<file path="config.mk">
export PLATFORM = sky130hd
export DESIGN_NAME = ivp_top
export DESIGN_NICKNAME = d
export VERILOG_FILES = /design/src/shared/ivp_pkg.sv /design/src/shared/ivp_arb_if.sv /design/src/rtl/ivp_arbiter.sv /design/src/rtl/ivp_top.sv
export SDC_FILE = /design/constraint.sdc
export NUM_CORES = 1
export LEC_CHECK = 0
export BUFFER_PORTS_ARGS = -buffer_cell sky130_fd_sc_hd__clkbuf_2
export CORE_MARGIN = 3
export CORE_UTILIZATION = 55
export CTS_BUF_LIST = sky130_fd_sc_hd__clkbuf_4
export CTS_CLUSTER_SIZE = 24
export DETAILED_ROUTE_END_ITERATION = 16
export HOLD_SLACK_MARGIN = 0.12
export PLACE_DENSITY = 0.95
export RECOVER_POWER = 100
export REMOVE_ABC_BUFFERS = 1
export SYNTH_ARGS = -nofsm -noshare
export SYNTH_HDL_FRONTEND = slang
export SYNTH_SLANG_ARGS = --single-unit
export TNS_END_PERCENT = 10
</file>
<file path="constraint.sdc">
create_clock -name hclk -period 4.3 [get_ports hclk]
set_input_delay 0.645 -clock hclk [delete_from_list [all_inputs] [get_ports hclk]]
set_output_delay 0.645 -clock hclk [all_outputs]
set_load 0.02 [all_outputs]
</file>
<file path="src/shared/ivp_pkg.sv">
// constants, register map and types for the interrupt vector priority unit
package ivp_pkg;
	// source counts: original group, additional group, all
	localparam int N0 = 9;
	localparam int N1 = 6;
	localparam int NSRC = 15;
	localparam int WIN_W = 4;

	// source indices, lowest priority first
	localparam logic [3:0] SRC_TMR1_OVF = 4'h0;
	localparam logic [3:0] SRC_ANALOG7 = 4'h1;
	localparam logic [3:0] SRC_CAP_DATA = 4'h2;
	localparam logic [3:0] SRC_CAP_FULL = 4'h3;
	localparam logic [3:0] SRC_RX_DONE = 4'h4;
	localparam logic [3:0] SRC_TX_DONE = 4'h5;
	localparam logic [3:0] SRC_EXT_PIN = 4'h6;
	localparam logic [3:0] SRC_TMR2_OVF = 4'h7;
	localparam logic [3:0] SRC_TMR2_CROSS = 4'h8;
	localparam logic [3:0] SRC_CAP_QUARTER = 4'h9;
	localparam logic [3:0] SRC_TMR2_SNAP = 4'ha;
	localparam logic [3:0] SRC_EXT2_PIN = 4'hb;
	localparam logic [3:0] SRC_UNIMPL = 4'hc;
	localparam logic [3:0] SRC_TRAP = 4'hd;
	localparam logic [3:0] SRC_NMI = 4'he;

	// sources that no mask bit or global enable can hold off from int_req; irq still follows their mask bits
	localparam logic [14:0] UNMASKABLE = 15'h7000;

	// vector locations
	localparam logic [15:0] VEC_TMR_OVF = 16'h2000;
	localparam logic [15:0] VEC_ANALOG7 = 16'h2002;
	localparam logic [15:0] VEC_CAP_DATA = 16'h2004;
	localparam logic [15:0] VEC_CAP_FULL = 16'h2006;
	localparam logic [15:0] VEC_RX_DONE = 16'h2008;
	localparam logic [15:0] VEC_TX_DONE = 16'h200a;
	localparam logic [15:0] VEC_EXT_PIN = 16'h200e;
	localparam logic [15:0] VEC_TMR2_ALT = 16'h2038;
	localparam logic [15:0] VEC_TMR2_CROSS = 16'h2030;
	localparam logic [15:0] VEC_CAP_QUARTER = 16'h2032;
	localparam logic [15:0] VEC_TMR2_SNAP = 16'h2034;
	localparam logic [15:0] VEC_EXT2_PIN = 16'h2036;
	localparam logic [15:0] VEC_UNIMPL = 16'h2012;
	localparam logic [15:0] VEC_TRAP = 16'h2010;
	localparam logic [15:0] VEC_NMI = 16'h203e;

	// register byte offsets
	localparam logic [7:0] OFS_PEND0 = 8'h00;
	localparam logic [7:0] OFS_MASK0 = 8'h04;
	localparam logic [7:0] OFS_PEND1 = 8'h08;
	localparam logic [7:0] OFS_MASK1 = 8'h0c;
	localparam logic [7:0] OFS_CLR0 = 8'h10;
	localparam logic [7:0] OFS_CLR1 = 8'h14;
	localparam logic [7:0] OFS_CONFIG = 8'h18;
	localparam logic [7:0] OFS_STATUS = 8'h1c;

	// config fields and reset values
	localparam int CFG_SEPARATE = 0;
	localparam int CFG_TMR2_ALT = 1;
	localparam logic [1:0] CFG_RESET = 2'h0;
	localparam logic [8:0] MASK0_RESET = 9'h000;
	localparam logic [5:0] MASK1_RESET = 6'h00;

	// capture queue levels
	localparam logic [3:0] QUEUE_QUARTER = 4'h4;
	localparam logic [3:0] QUEUE_FULL = 4'h6;

	// timer two half-range boundary
	localparam logic [15:0] TMR2_BELOW = 16'h7fff;
	localparam logic [15:0] TMR2_ABOVE = 16'h8000;

	// timing, in state times, one state per clock
	localparam int CLK_NS = 10;
	localparam int STATE_NS = 10;
	localparam int RESP_STATES = 18;
	localparam int NORM_STATES = 39;
	localparam int LATENCY_STATES = 61;
	localparam int RESP_CYCLES = (RESP_STATES * STATE_NS + CLK_NS - 1) / CLK_NS;
	localparam int LATENCY_CYCLES = (LATENCY_STATES * STATE_NS) / CLK_NS;
	localparam int CNT_W = 7;

	typedef enum logic [1:0] {
		IVP_IDLE = 2'b00,
		IVP_RESP = 2'b01,
		IVP_VEC = 2'b10
	} ivp_state_type;
endpackage

</file>
<file path="src/shared/ivp_arb_if.sv">
// signals between the controller and its priority arbiter
`timescale 1ns/1ns
`default_nettype none
interface ivp_arb_if;
	logic [14:0] enabled;
	logic separate;
	logic tmr2_alt;
	logic any;
	logic [3:0] win;
	logic [15:0] vector;
	modport arb (input enabled, input separate, input tmr2_alt,
		output any, output win, output vector);
	modport ctl (output enabled, output separate, output tmr2_alt,
		input any, input win, input vector);
endinterface
`default_nettype wire

</file>
<file path="src/rtl/ivp_arbiter.sv">
// priority arbiter and vector lookup for the interrupt unit
`timescale 1ns/1ns
`default_nettype none
module ivp_arbiter (
	ivp_arb_if.arb bus
);
	// vector of one source under the current sharing choice
	function automatic logic [15:0] vec_of(input logic [3:0] idx,
		input logic sep, input logic alt);
		logic [15:0] v;
		v = ivp_pkg::VEC_TMR_OVF;
		case (idx)
			ivp_pkg::SRC_ANALOG7: v = ivp_pkg::VEC_ANALOG7;
			ivp_pkg::SRC_CAP_DATA: v = ivp_pkg::VEC_CAP_DATA;
			ivp_pkg::SRC_CAP_FULL: begin
				v = sep ? ivp_pkg::VEC_CAP_FULL : ivp_pkg::VEC_CAP_DATA;
			end
			ivp_pkg::SRC_RX_DONE: v = ivp_pkg::VEC_RX_DONE;
			ivp_pkg::SRC_TX_DONE: begin
				v = sep ? ivp_pkg::VEC_TX_DONE : ivp_pkg::VEC_RX_DONE;
			end
			ivp_pkg::SRC_EXT_PIN: begin
				v = sep ? ivp_pkg::VEC_EXT_PIN : ivp_pkg::VEC_ANALOG7;
			end
			ivp_pkg::SRC_TMR2_OVF: begin
				v = (sep && alt) ? ivp_pkg::VEC_TMR2_ALT : ivp_pkg::VEC_TMR_OVF;
			end
			ivp_pkg::SRC_TMR2_CROSS: v = ivp_pkg::VEC_TMR2_CROSS;
			ivp_pkg::SRC_CAP_QUARTER: v = ivp_pkg::VEC_CAP_QUARTER;
			ivp_pkg::SRC_TMR2_SNAP: v = ivp_pkg::VEC_TMR2_SNAP;
			ivp_pkg::SRC_EXT2_PIN: v = ivp_pkg::VEC_EXT2_PIN;
			ivp_pkg::SRC_UNIMPL: v = ivp_pkg::VEC_UNIMPL;
			ivp_pkg::SRC_TRAP: v = ivp_pkg::VEC_TRAP;
			ivp_pkg::SRC_NMI: v = ivp_pkg::VEC_NMI;
			default: v = ivp_pkg::VEC_TMR_OVF;
		endcase
		return v;
	endfunction

	// highest index wins; additional sources sit above the original ones
	always_comb begin
		bus.win = 4'h0;
		for (int i = 0; i < ivp_pkg::NSRC; i++) begin
			if (bus.enabled[i]) begin
				bus.win = 4'(i);
			end
		end
	end

	assign bus.any = |bus.enabled;
	assign bus.vector = vec_of(bus.win, bus.separate, bus.tmr2_alt);
endmodule
`default_nettype wire

</file>
<file path="src/rtl/ivp_top.sv">
// interrupt vector priority unit with its AHB-Lite register slave
//
// How it works
// - legacy shared pairs, or separate vectors
// - six additional interrupt sources
// - nmi fetches vector at 203E
// - second pending and mask registers
// - originals keep order, additions rank higher
// - push/pop all saves both masks
// - listed ops hold off one instruction
// - latency past 61 states flagged, 18 response
// - capture data and queue-six, shareable
// - capture queue four-entry interrupt
// - receive/transmit share or split vector
// - timer two overflow and boundary crossing
// - timer two overflow vector selectable in separate mode
// - timer two snapshot raises interrupt
`timescale 1ns/1ns
`default_nettype none
module ivp_top #(
	parameter int QW = 4
) (
	input wire logic hclk,
	input wire logic hresetn,
	input wire logic hsel,
	input wire logic [31:0] haddr,
	input wire logic [1:0] htrans,
	input wire logic hwrite,
	input wire logic [2:0] hsize,
	input wire logic [31:0] hwdata,
	input wire logic hready,
	output logic [31:0] hrdata,
	output logic hreadyout,
	output logic hresp,
	input wire logic tmr1_ovf_evt,
	input wire logic analog_channel_seven_input,
	input wire logic cap_data_evt,
	input wire logic [QW-1:0] cap_queue_depth,
	input wire logic receive_done_flag,
	input wire logic transmit_done_flag,
	input wire logic external_irq_line,
	input wire logic tmr2_ovf_evt,
	input wire logic [15:0] tmr2_count,
	input wire logic second_timer_snapshot,
	input wire logic second_external_irq,
	input wire logic unimpl_opcode_evt,
	input wire logic trap_evt,
	input wire logic nmi_evt,
	input wire logic global_ie,
	input wire logic instr_done,
	input wire logic inhibit_op,
	input wire logic int_ack,
	input wire logic pop_all_state_op,
	input wire logic [8:0] restore_mask0,
	input wire logic [5:0] restore_mask1,
	output logic [8:0] saved_mask0,
	output logic [5:0] saved_mask1,
	output logic int_req,
	output logic resp_busy,
	output logic vector_valid,
	output logic [15:0] vector_addr,
	output logic irq
);
	ivp_arb_if arb_bus ();

	logic [8:0] pend0;
	logic [8:0] mask0;
	logic [5:0] pend1;
	logic [5:0] mask1;
	logic [1:0] config_bits;
	logic [QW-1:0] depth_prev;
	logic [15:0] tmr2_prev;
	logic inhibit_hold;
	logic latency_over;
	ivp_pkg::ivp_state_type state;
	logic [ivp_pkg::CNT_W-1:0] resp_cnt;
	logic [ivp_pkg::CNT_W-1:0] wait_cnt;
	logic [3:0] win_q;
	logic [15:0] vec_q;

	// bus address phase capture for the write data phase
	logic wr_pend;
	logic [7:0] wr_addr;

	// address phase decode and data phase write strobes
	wire logic addr_phase = hsel && htrans[1] && hready;
	wire logic [7:0] a_ofs = haddr[7:0];
	wire logic [15:0] sw_clr = (wr_pend && wr_addr == ivp_pkg::OFS_CLR0) ?
		{7'h00, hwdata[8:0]} : (wr_pend && wr_addr == ivp_pkg::OFS_CLR1) ?
		{7'h00, 3'h0, hwdata[5:0]} : 16'h0000;
	wire logic clr0_hit = wr_pend && wr_addr == ivp_pkg::OFS_CLR0;
	wire logic clr1_hit = wr_pend && wr_addr == ivp_pkg::OFS_CLR1;
	wire logic mask0_wr = wr_pend && wr_addr == ivp_pkg::OFS_MASK0;
	wire logic mask1_wr = wr_pend && wr_addr == ivp_pkg::OFS_MASK1;
	wire logic cfg_wr = wr_pend && wr_addr == ivp_pkg::OFS_CONFIG;

	// capture queue level crossings, caught once per upward pass
	// four-entry event
	wire logic quarter_evt = cap_queue_depth >= QW'(ivp_pkg::QUEUE_QUARTER)
		&& depth_prev < QW'(ivp_pkg::QUEUE_QUARTER);
	wire logic full_evt = cap_queue_depth >= QW'(ivp_pkg::QUEUE_FULL)
		&& depth_prev < QW'(ivp_pkg::QUEUE_FULL);

	// half-range crossing in either counting direction
	// boundary crossing detect
	wire logic cross_evt =
		(tmr2_prev == ivp_pkg::TMR2_BELOW && tmr2_count == ivp_pkg::TMR2_ABOVE)
		|| (tmr2_prev == ivp_pkg::TMR2_ABOVE && tmr2_count == ivp_pkg::TMR2_BELOW);

	// event set vectors for both pending registers
	wire logic [8:0] set0 = {cross_evt, tmr2_ovf_evt, external_irq_line,
		transmit_done_flag, receive_done_flag, full_evt, cap_data_evt,
		analog_channel_seven_input, tmr1_ovf_evt};
	wire logic [5:0] set1 = {nmi_evt, trap_evt, unimpl_opcode_evt,
		second_external_irq, second_timer_snapshot, quarter_evt};

	// clear of the acknowledged source only
	wire logic take = state == ivp_pkg::IVP_IDLE && int_ack && int_req;
	wire logic [14:0] ack_clr = take ? (15'h0001 << arb_bus.win) : 15'h0000;

	// enables: mask bits, unmaskable sources always pass
	wire logic [14:0] pend_all = {pend1, pend0};
	wire logic [14:0] mask_all = {mask1, mask0} | ivp_pkg::UNMASKABLE;
	assign arb_bus.enabled = pend_all & mask_all;
	assign arb_bus.separate = config_bits[ivp_pkg::CFG_SEPARATE];
	assign arb_bus.tmr2_alt = config_bits[ivp_pkg::CFG_TMR2_ALT];

	// request to the sequencer; inhibit covers the retiring instruction
	// block ack one instruction
	wire logic inhibited = inhibit_hold || (instr_done && inhibit_op);
	wire logic urgent = |(arb_bus.enabled & ivp_pkg::UNMASKABLE);
	assign int_req = state == ivp_pkg::IVP_IDLE && !inhibited
		&& (urgent || (global_ie && arb_bus.any));

	assign irq = |({pend1, pend0} & {mask1, mask0});
	assign hreadyout = 1'b1;
	assign hresp = 1'b0;
	assign resp_busy = state != ivp_pkg::IVP_IDLE; // vector step is busy too
	assign saved_mask0 = mask0;
	assign saved_mask1 = mask1;

	// read mux for the address phase
	wire logic [31:0] rd_mux =
		(a_ofs == ivp_pkg::OFS_PEND0) ? {23'h0, pend0} :
		(a_ofs == ivp_pkg::OFS_MASK0) ? {23'h0, mask0} :
		(a_ofs == ivp_pkg::OFS_PEND1) ? {26'h0, pend1} :
		(a_ofs == ivp_pkg::OFS_MASK1) ? {26'h0, mask1} :
		(a_ofs == ivp_pkg::OFS_CONFIG) ? {30'h0, config_bits} :
		(a_ofs == ivp_pkg::OFS_STATUS) ?
		{24'h0, latency_over, inhibit_hold, state, win_q} : 32'h0000_0000;

	ivp_arbiter u_arb (
		.bus(arb_bus.arb)
	);

	// bus slave: writes land in the data phase, reads are registered
	always_ff @(posedge hclk or negedge hresetn) begin
		if (!hresetn) begin
			wr_pend <= 1'b0;
			wr_addr <= 8'h00;
			hrdata <= 32'h0000_0000;
		end else begin
			wr_pend <= addr_phase && hwrite;
			wr_addr <= a_ofs;
			if (addr_phase && !hwrite) begin
				hrdata <= rd_mux;
			end
		end
	end

	// pending flags: a new event wins over any clear in the same cycle
	// second pending register
	always_ff @(posedge hclk or negedge hresetn) begin
		if (!hresetn) begin
			pend0 <= 9'h000;
			pend1 <= 6'h00;
		end else begin
			pend0 <= (pend0 & ~(ack_clr[8:0] | (clr0_hit ? sw_clr[8:0] : 9'h000)))
				| set0;
			pend1 <= (pend1 & ~(ack_clr[14:9] | (clr1_hit ? sw_clr[5:0] : 6'h00)))
				| set1;
		end
	end

	// masks and config; a pop-all restore outranks a bus write
	always_ff @(posedge hclk or negedge hresetn) begin
		if (!hresetn) begin
			mask0 <= ivp_pkg::MASK0_RESET;
			mask1 <= ivp_pkg::MASK1_RESET;
			config_bits <= ivp_pkg::CFG_RESET;
		end else begin
			if (pop_all_state_op) begin
				mask0 <= restore_mask0;
				mask1 <= restore_mask1;
			end else begin
				if (mask0_wr) begin
					mask0 <= hwdata[8:0];
				end
				if (mask1_wr) begin
					mask1 <= hwdata[5:0];
				end
			end
			if (cfg_wr) begin
				config_bits <= hwdata[1:0];
			end
		end
	end

	// history for level and boundary detection
	always_ff @(posedge hclk or negedge hresetn) begin
		if (!hresetn) begin
			depth_prev <= '0;
			tmr2_prev <= 16'h0000;
		end else begin
			depth_prev <= cap_queue_depth;
			tmr2_prev <= tmr2_count;
		end
	end

	// inhibit lasts until the following instruction retires
	// hold across next instruction
	always_ff @(posedge hclk or negedge hresetn) begin
		if (!hresetn) begin
			inhibit_hold <= 1'b0;
		end else if (instr_done) begin
			inhibit_hold <= inhibit_op;
		end
	end

	// response sequence: fixed response time then one vector strobe
	// bounded response
	always_ff @(posedge hclk or negedge hresetn) begin
		if (!hresetn) begin
			state <= ivp_pkg::IVP_IDLE;
			resp_cnt <= '0;
			win_q <= 4'h0;
			vec_q <= 16'h0000;
			vector_valid <= 1'b0;
			vector_addr <= 16'h0000;
		end else begin
			vector_valid <= 1'b0;
			case (state)
				ivp_pkg::IVP_IDLE: begin
					if (take) begin
						win_q <= arb_bus.win;
						vec_q <= arb_bus.vector;
						// the vector step is the last of the response states
						resp_cnt <= ivp_pkg::CNT_W'(ivp_pkg::RESP_CYCLES - 2);
						state <= ivp_pkg::IVP_RESP;
					end
				end
				ivp_pkg::IVP_RESP: begin
					if (resp_cnt == '0) begin
						state <= ivp_pkg::IVP_VEC;
					end else begin
						resp_cnt <= resp_cnt - 1'b1;
					end
				end
				ivp_pkg::IVP_VEC: begin
					vector_valid <= 1'b1;
					vector_addr <= vec_q;
					state <= ivp_pkg::IVP_IDLE;
				end
				default: state <= ivp_pkg::IVP_IDLE;
			endcase
		end
	end

	// latency watch: counts request-to-vector; flags runs past the limit
	// since the core may sit in a long instruction, this only reports
	// latency limit check
	always_ff @(posedge hclk or negedge hresetn) begin
		if (!hresetn) begin
			wait_cnt <= '0;
			latency_over <= 1'b0;
		end else begin
			if (vector_valid || (state == ivp_pkg::IVP_IDLE && !arb_bus.any)) begin
				wait_cnt <= '0;
			end else if (wait_cnt != '1) begin
				wait_cnt <= wait_cnt + 1'b1;
			end
			if (wait_cnt == ivp_pkg::CNT_W'(ivp_pkg::LATENCY_CYCLES)) begin
				latency_over <= 1'b1;
			end else if (cfg_wr && hwdata[7]) begin
				latency_over <= 1'b0;
			end
		end
	end
endmodule
`default_nettype wire

</file>
==> flow_metrics.py, run 1 <==
metrics = {
    "sta": {
        "fin_skew_ps": 28.1,
        "slew_violations": 40,
        "setup_viol": 0,
        "period_needed_ps": 3240,
        "max_slew_margin_pct": -35.9,
        "fmax_ghz": 0.309,
        "rsz0062_at_grt": "no",
        "final.period_utilization_pct": 75.4,
        "worst_slew_pin_slew_ps": 2040,
        "hold_violations": 0,
        "tns_ps": 0,
    },
    "route": {
        "wl_per_cell_um": 17.9,
        "vias": 4378,
        "drc": 0,
        "vias_per_cell": 5.89,
        "drtPass1Iterations": 5,
        "routed_wl_um": 13300,
        "drtIter0Drc": 381,
        "ant_nets": 0,
    },
    "pwr": {
        "powerDensity_mw_per_mm2": 392,
        "power_leakage_nw": 2.51,
        "max-vdd-ir-drop_v": 0.000186,
        "power.total_w": 0.00227,
    },
    "synth": {
        "syn-cell-area_mm2": 0.00530,
        "ys_seq_area_share_pct": 49.1,
        "syn_area_per_cell_um2": 10.5,
        "synth-edff-count": 0,
        "synth.area.top_cells": "dfrtp_1 49%, buf_4 5.1%, mux2i_1 4.9%, nand2_1 4.1%, nor2_1 2.7%",
        "ys_async_sr_fraction_pct": 100,
        "synth-seq-cells": 104,
        "syn_inst": 506,
        "synth_warnings": 0,
        "synth_top_area_cell": "dfrtp_1",
        "yosysTopAreaCellShare_pct": 49.1,
        "synth_flop_cell": "dfrtp_1",
        "synthDistinctLibCells": 73,
    },
    "global_routing": {
        "antenna_found_initial": 0,
        "grt_util_all_layers_pct": 24.5,
        "grt_pass1_vias": 4257,
        "grt_max_degree": 67,
        "grt_overflow": 0,
        "grt_first_pass_wirelength_um": 21400,
    },
    "setup_path": {
        "criticalPathCategory": "register to output port",
        "critPathMaxFanout": 6,
        "path_cells": "a22o_1 > nor4_1 > and3_1 > nand2b_1 > a21boi_0 > clkbuf_1",
        "cp_slowest_cell": "nor4_1",
        "critPathLaunchType": "register",
        "arrival_ps": 2600,
        "critical-path-top-delay-family": "simple AND/OR/NAND/NOR gates",
        "cpPeakStageDelay_ps": 550,
        "critPathBufInv": 1,
        "endpoint_kind": "output port",
        "cp.required_ps": 3650,
    },
    "job": {
        "cap_violations": 1,
    },
    "min_path": {
        "min_path_type": "input port to async pin",
    },
    "place": {
        "place.gp.congestion": 0.963,
        "port_buffers": 107,
        "post_dp_cell_area_mm2": 0.00581,
        "post-dp-hpwl_um": 10200,
    },
    "floorplan": {
        "die_area_mm2": 0.0109,
        "core_area_mm2": 0.00928,
        "die-width_um": 104,
        "initial_core_util_pct": 57.1,
        "num_io_pins": 195,
        "row_count": 35,
        "die_h_um": 104,
    },
    "clock_tree": {
        "tritoncts": "done",
        "clock_latency_ps": 450,
        "cts.clk_slew.worst_paths_ps": 180,
        "htree_num_levels": 3,
        "clockBufferDepth": 2,
        "clockRootBuffer": "clkbuf_4",
        "cts.sinks": 104,
        "cts-resized-gates": 0,
        "cts_hold_buffers": 0,
        "cts-buffers-inserted": 9,
        "cts_setup_buffers": 0,
    },
    "layout": {
        "final_layout_size_suffix_gt1_share_pct": 15.1,
        "finish.utilization_pct": 62.5,
        "antenna_cells": 0,
        "fin_area_mm2": 0.00580,
        "fill_cells": 810,
        "nets": 738,
        "syn2layout_area_growth_pct": 9.44,
    },
    "status": {
        "violations": "max-capacitance violations, max-slew violations",
        "outcome": "finished, violations left",
    },
}
## area by class of cell
class | count | area [um^2] | share of cell area [%]
tap | 129 | 161 | 2.78
clock buffer | 9 | 67.6 | 1.16
timing repair buffer | 110 | 474 | 8.17
multi-input combinational | 372 | 2390 | 41.2
sequential | 104 | 2600 | 44.9
clock inverter | 7 | 61.3 | 1.06
inverter | 12 | 45.0 | 0.776
## state kept, by name, summed over array words and instances (netlist names), 7 cells and up
name and count:
tmr2_prev 16, hrdata 9, pend0 9, saved_mask0 9, wr_addr 8, resp_cnt 7
wait_cnt 7
## report_power, final
part / switching (W) / internal [W] / total (W)
Clock: 0.000350 / 0.000132 / 0.000482
Sequential: 0.000139 / 0.00112 / 0.00126
Combinational: 0.000321 / 0.000208 / 0.000529
Total: 0.000809 / 0.00146 / 0.00227
## routing by layer
layer / global-route usage (%) / routed length, um
met1: 33.1 / 5530
met2: 39.8 / 6370
met3: 4.22 / 998
met4: 8.93 / 372
met5: 0 / 0
## cells in the mapped netlist (3+ instances only)
library cell / count
xnor2_1: 5
and3_1: 4
and4_1: 3
o21bai_1: 3
nor4b_1: 3
a31o_1: 12
mux2i_1: 26
nor2_1: 38
buf_4: 36
nor4_1: 8
nand4b_1: 4
o31ai_1: 5
ha_1: 3
nand3b_1: 3
or4_1: 4
nand2b_1: 5
a21oi_1: 12
buf_2: 4
a31oi_1: 7
o21ai_1: 17
a22oi_1: 3
a22o_1: 5
inv_1: 12
nand2_1: 58
nand4_1: 9
nand3_1: 8
a21oi_2: 3
clkbuf_1: 9
a211oi_1: 7
mux2_2: 9
o21ai_0: 10
dfrtp_1: 104
nor3_1: 11
## path summary, 6_finish.rpt
path,from,end,slack (ps),cells past startpoint
max,saved_mask0[5]$_DFFE_PN0P_,int_req,1060,6
min,hresetn,wait_cnt[5]$_DFFE_PN0P_,260,1
max reg2reg,pend1[5]$_DFF_PN0_,vec_q[1]$_DFFE_PN0P_,1070,7
min reg2reg,vec_q[13]$_DFFE_PN0P_,vec_q[13]$_DFFE_PN0P_,490,1
max in group asynchronous,hresetn,tmr2_prev[10]$_DFF_PN0_,1670,2
min in group hclk,tmr2_count[15],tmr2_prev[15]$_DFF_PN0_,300,1
## through the flow
stage          cells  worst slack, ps  hold WS, ps
2_1_floorplan    488             1820          349
3_3_place_gp     727             1540          449
3_5_place_dp     727             1450          456
4_1_cts          743             1280          276
5_1_grt          743              877          247
6_report         743             1060          263
## layout by cell type (no fill, tap or decap), drive strengths merged, types with 3 or more instances in the layout
cell    count
inv        16
mux2i      26
mux2       10
or3         3
nor3       15
a22o        5
a31oi       7
o21bai      3
ha          3
or2         5
and4        3
nand4       9
and3        5
nand2      60
nand2b      5
or4         4
nand3b      3
clkbuf    118
a21oi      15
o31ai       5
nand3       8
a22oi       3
nand4b      5
dfrtp     104
a211oi      9
nor2       40
a31o       12
o21ai      27
nor4       10
xnor2       5
conb       35
nor4b       3
## cells by family (layout without fill, tap and decap cells)
family / after synthesis / count (layout) / share of synthesized area [%]
flops: 104 / 104 / 49.1
mux: 38 / 38 / 7.88
other cells: 2 / 35 / 0.142
simple gates: 186 / 186 / 19.5
buf+inv: 63 / 138 / 7.25
fa+ha+maj: 3 / 3 / 0.708
xor+xnor: 7 / 7 / 1.16
compound gates: 103 / 103 / 14.3
(Power assumes the default switching activity.)
==> inputs of run 2 (changes only) <==
Settings changed: CORE_UTILIZATION 55 to 51, PLACE_DENSITY 0.95 to 0.93.
Clock period 4.3 ns to 3.15 ns, I/O delays scaled along.
==> flow_metrics.py, run 2 (same netlist as run 1, synthesis figures left out) <==
metrics = {
    "sta": {
        "slew_violations": 62,
        "max_slew_margin_pct": -0.159,
        "final.period_utilization_pct": 92.5,
        "hold_violations": 0,
        "setup_viol": 0,
        "worst_slack_ps": 235,
        "period_needed_ps": 2910,
        "fmax_ghz": 0.343,
        "rsz0062_at_grt": "no",
        "worst_slew_pin_slew_ps": 1500,
        "fin_skew_ps": 40.1,
        "tns_ps": 0,
    },
    "route": {
        "routed_wl_um": 13800,
        "drc": 0,
        "ant_nets": 0,
        "drtPass1Iterations": 5,
        "drtIter0Drc": 313,
        "vias_per_cell": 5.72,
        "vias": 4429,
        "wl_per_cell_um": 17.9,
    },
    "floorplan": {
        "row_count": 36,
        "die_area_mm2": 0.0117,
        "die_h_um": 108,
        "die-width_um": 108,
        "core_area_mm2": 0.00995,
        "num_io_pins": 195,
        "initial_core_util_pct": 53.3,
    },
    "setup_path": {
        "r2r-end": "vec_q[1]$_DFFE_PN0P_",
        "critPathLaunchType": "register",
        "reg2reg_depth": 7,
        "reg2reg_slack_ps": 290,
        "cp.required_ps": 2680,
        "critPathLaunch": "saved_mask0[5]$_DFFE_PN0P_",
        "r2r_start": "pend1[5]$_DFF_PN0_",
        "endpoint_kind": "output port",
        "criticalPathCategory": "register to output port",
        "arrival_ps": 2440,
        "critPathMaxFanout": 6,
    },
    "pwr": {
        "power_leakage_nw": 2.65,
        "max-vdd-ir-drop_v": 0.000302,
        "powerDensity_mw_per_mm2": 536,
    },
    "global_routing": {
        "antenna_found_initial": 0,
        "grt_first_pass_wirelength_um": 22300,
        "grt_overflow": 0,
        "grt_max_degree": 63,
        "grt_util_all_layers_pct": 24.5,
        "grt_pass1_vias": 4399,
    },
    "min_path": {
        "whs_path_depth": 2,
        "min_path_type": "input port to register",
        "holdPathEnd": "pend1[2]$_DFF_PN0_",
        "min_from": "second_external_irq",
    },
    "layout": {
        "final_common_cell": "dfrtp_1",
        "largest_reg_flops": 16,
        "top_register": "tmr2_prev",
        "syn2layout_area_growth_pct": 15.7,
        "final_layout_size_suffix_gt1_share_pct": 14.5,
        "nets": 765,
        "finish.utilization_pct": 61.6,
        "antenna_cells": 0,
        "final_cell_mix": "104 x dfrtp_1, 64 x clkbuf_1, 59 x nand2_1",
        "fin_area_mm2": 0.00613,
    },
    "clock_tree": {
        "clockBufferDepth": 2,
        "clockRootBuffer": "clkbuf_4",
        "cts.sinks": 104,
        "cts_setup_buffers": 0,
        "htree_num_levels": 3,
        "cts-buffers-inserted": 9,
        "cts.clk_slew.worst_paths_ps": 190,
        "clock_latency_ps": 490,
        "tritoncts": "done",
    },
    "place": {
        "port_buffers": 107,
        "place.gp.congestion": 0.940,
        "post_dp_cell_area_mm2": 0.00583,
        "pre_cts_slack_ps": 657,
        "post-dp-hpwl_um": 10200,
    },
    "job": {
        "cap_violations": 1,
    },
    "status": {
        "violations": "max-capacitance violations, max-slew violations",
        "outcome": "finished, violations left",
    },
}
[run 2: changes by cell type in the layout (fill, tap and decap cells not counted), sizes merged]
cell | before | now
clkbuf | 118 | 120
bufinv | 0 | 2
dlygate4sd3 | 0 | 26
clkinvlp | 1 | 0
buf | 1 | 0
inv | 16 | 15
[run 2: critical path: stages (launching register included)]
cell and delay, ps:
dfrtp_1 490, a22o_1 320, nor4_4 370, and3_1 330, nand2b_1 140, a21boi_0 100
clkbuf_1 200
[run 2: layout make-up]
type / count / area [um^2]
fillers: 834 / 3820
flip-flops and latches: 104 / 2600
multi-input cells: 372 / 2400
repair buffers: 137 / 736
well taps: 133 / 166
clock inverters: 7 / 111
clock buffers: 9 / 67.6
inverters: 12 / 45.0
[run 2: worst max path at each step]
stage          cells after the start                   end  slack, ps
2_1_floorplan                      6  vec_q[1]$_DFFE_PN0P_        840
3_3_place_gp                       7  vec_q[1]$_DFFE_PN0P_        680
3_5_place_dp                       7  vec_q[1]$_DFFE_PN0P_        660
4_1_cts                            6               int_req        250
5_1_grt                            3  win_q[1]$_DFFE_PN0P_         80
6_report                           6               int_req        240
[run 2: stage by stage]
step           total power, W  hold WS (ps)  cells
6_report              0.00329           171    774
5_1_grt               0.00347           143    774
4_1_cts               0.00332           148    773
3_5_place_dp          0.00249           459    732
3_3_place_gp          0.00244           452    732
2_1_floorplan         0.00219           177    488
[run 2: power by group]
group          internal [W]  total (W)  switching [W]
combinational      0.000303   0.000741       0.000438
sequential          0.00154    0.00172       0.000183
clock              0.000338   0.000826       0.000487
total               0.00218    0.00329        0.00111
[run 2: routing by layer]
metal  wire length, um  track usage [%]  up-vias
met5                 0                0        -
met4               388             8.84        0
met3               976             4.96       29
met2              6610             40.1      217
met1              5840             32.7     2160
li1                  -                -     2023
[run 2: timing repair]
| item | CTS | global route |
|---|---|---|
| resized for setup | 0 | 0 |
| hold buffers | 25 | 1 |
| endpoints found under the hold margin | 85 | 1 |
==> inputs of run 3 (changes only) <==
Settings changed: CORE_MARGIN 3 to 1, PLACE_DENSITY 0.93 to 0.86.
==> flow_metrics.py, run 3 (same netlist as run 1, synthesis figures left out) <==
metrics = {
    "setup_path": {
        "reg2reg_slack_ps": 360,
        "endpoint_kind": "output port",
        "critPathMaxFanout": 6,
        "critPathLaunchType": "register",
        "cp.required_ps": 2680,
        "criticalPathCategory": "register to output port",
        "arrival_ps": 2430,
    },
    "pwr": {
        "max-vdd-ir-drop_v": 0.000261,
        "power_leakage_nw": 2.64,
        "power.total_w": 0.00316,
        "powerDensity_mw_per_mm2": 518,
    },
    "sta": {
        "setup_viol": 0,
        "fin_skew_ps": 31.4,
        "hold_slack_ps": 213,
        "slew_violations": 43,
        "final.period_utilization_pct": 92.2,
        "worst_slew_pin_slew_ps": 2340,
        "period_needed_ps": 2900,
        "max_slew_margin_pct": -56.3,
        "hold_violations": 0,
        "rsz0062_at_grt": "no",
        "fmax_ghz": 0.344,
        "tns_ps": 0,
    },
    "global_routing": {
        "grt_overflow": 0,
        "grt_pass1_vias": 4243,
        "grt_first_pass_wirelength_um": 21200,
        "antenna_found_initial": 0,
        "grt_util_all_layers_pct": 24.8,
        "grt_max_degree": 63,
    },
    "layout": {
        "final_common_cell": "dfrtp_1",
        "nets": 764,
        "final_cell_mix": "104 x dfrtp_1, 61 x clkbuf_1, 59 x nand2_1",
        "antenna_cells": 0,
        "fill_cells": 867,
        "syn2layout_area_growth_pct": 15.1,
        "largest_reg_flops": 16,
        "final_layout_size_suffix_gt1_share_pct": 14.5,
        "finish.utilization_pct": 61.6,
        "top_register": "tmr2_prev",
    },
    "clock_tree": {
        "clockBufferDepth": 2,
        "clockRootBuffer": "clkbuf_4",
        "htree_num_levels": 3,
        "clock_latency_ps": 450,
        "cts.clk_slew.worst_paths_ps": 170,
        "cts.sinks": 104,
        "cts-buffers-inserted": 9,
        "cts-resized-gates": 0,
        "tritoncts": "done",
    },
    "route": {
        "drtIter0Drc": 374,
        "vias_per_cell": 5.61,
        "drtPass1Iterations": 5,
        "ant_nets": 0,
        "routed_wl_um": 13200,
        "wl_per_cell_um": 17.1,
        "drc": 0,
        "vias": 4335,
    },
    "floorplan": {
        "die_area_mm2": 0.0108,
        "row_count": 36,
        "core_area_mm2": 0.00991,
        "num_io_pins": 195,
        "die_h_um": 104,
        "die-width_um": 104,
        "initial_core_util_pct": 53.5,
    },
    "min_path": {
        "min_path_type": "input port to register",
    },
    "place": {
        "port_buffers": 107,
        "post-dp-hpwl_um": 9900,
        "place.gp.congestion": 0.943,
    },
    "job": {
        "cap_violations": 1,
    },
    "status": {
        "outcome": "finished, violations left",
        "violations": "max-capacitance violations, max-slew violations",
    },
}
-- run 3: critical path, cell delays in order (launching register included) --
cell	delay, ps
dfrtp_1	490
a22o_1	340
nor4_4	370
and3_1	320
nand2b_1	130
a21boi_0	120
clkbuf_1	210
-- run 3: final cells by class --
class,count,area [um^2],area share [%]
clock inverters,7,75.1,1.23
flip-flops and latches,104,2600,42.7
multi-input cells,372,2400,39.3
clock buffers,9,67.6,1.11
inverters,12,45.0,0.738
repair buffers,136,747,12.2
well taps,133,166,2.73
-- run 3: path summary, 6_finish.rpt --
check | start | to | cells after the start
worst max-delay path | saved_mask0[5]$_DFFE_PN0P_ | int_req | 6
worst min-delay path | nmi_evt | pend1[5]$_DFF_PN0_ | 2
worst max register to register | pend1[5]$_DFF_PN0_ | vec_q[1]$_DFFE_PN0P_ | 7
worst min register to register | depth_prev[3]$_DFF_PN0_ | pend1[0]$_DFF_PN0_ | 1
max in group asynchronous | hresetn | pend0[4]$_DFF_PN0_ | 2
min in group asynchronous | hresetn | wr_addr[5]$_DFF_PN0_ | 2
-- run 3: what timing repair did --
| action | CTS | global route |
|---|---|---|
| hold buffers | 18 | 7 |
| buffers inserted | 0 | 0 |
| endpoints found under the hold margin | 59 | 7 |
-- run 3: power breakdown --
| part | switching, W | leakage (nW) | internal [W] |
|---|---|---|---|
| Clock | 0.000454 | 0.0783 | 0.000252 |
| Combinational | 0.000433 | 1.34 | 0.000306 |
| Sequential | 0.000181 | 1.22 | 0.00154 |
| Total | 0.00107 | 2.64 | 0.00209 |
-- run 3: metal layers --
layer  share of wire, %  routed length [um]  global-route usage, %  vias to the layer above
met5                  0                   0                      0                        -
met4                1.2                 154                   7.76                        0
met3                6.5                 857                   4.14                       16
met2                 48                6420                   40.5                      167
met1                 44                5800                   33.9                     2126
li1                   -                   -                      -                     2026
-- run 3: through the flow --
step | cells | setup slack, ps | instance area (um^2)
after floorplan | 488 | 840 | 5090
after global placement | 732 | 727 | 5830
after detailed placement | 732 | 635 | 5830
after CTS | 766 | 247 | 6160
after global routing | 773 | 95.0 | 6100
final | 773 | 247 | 6100
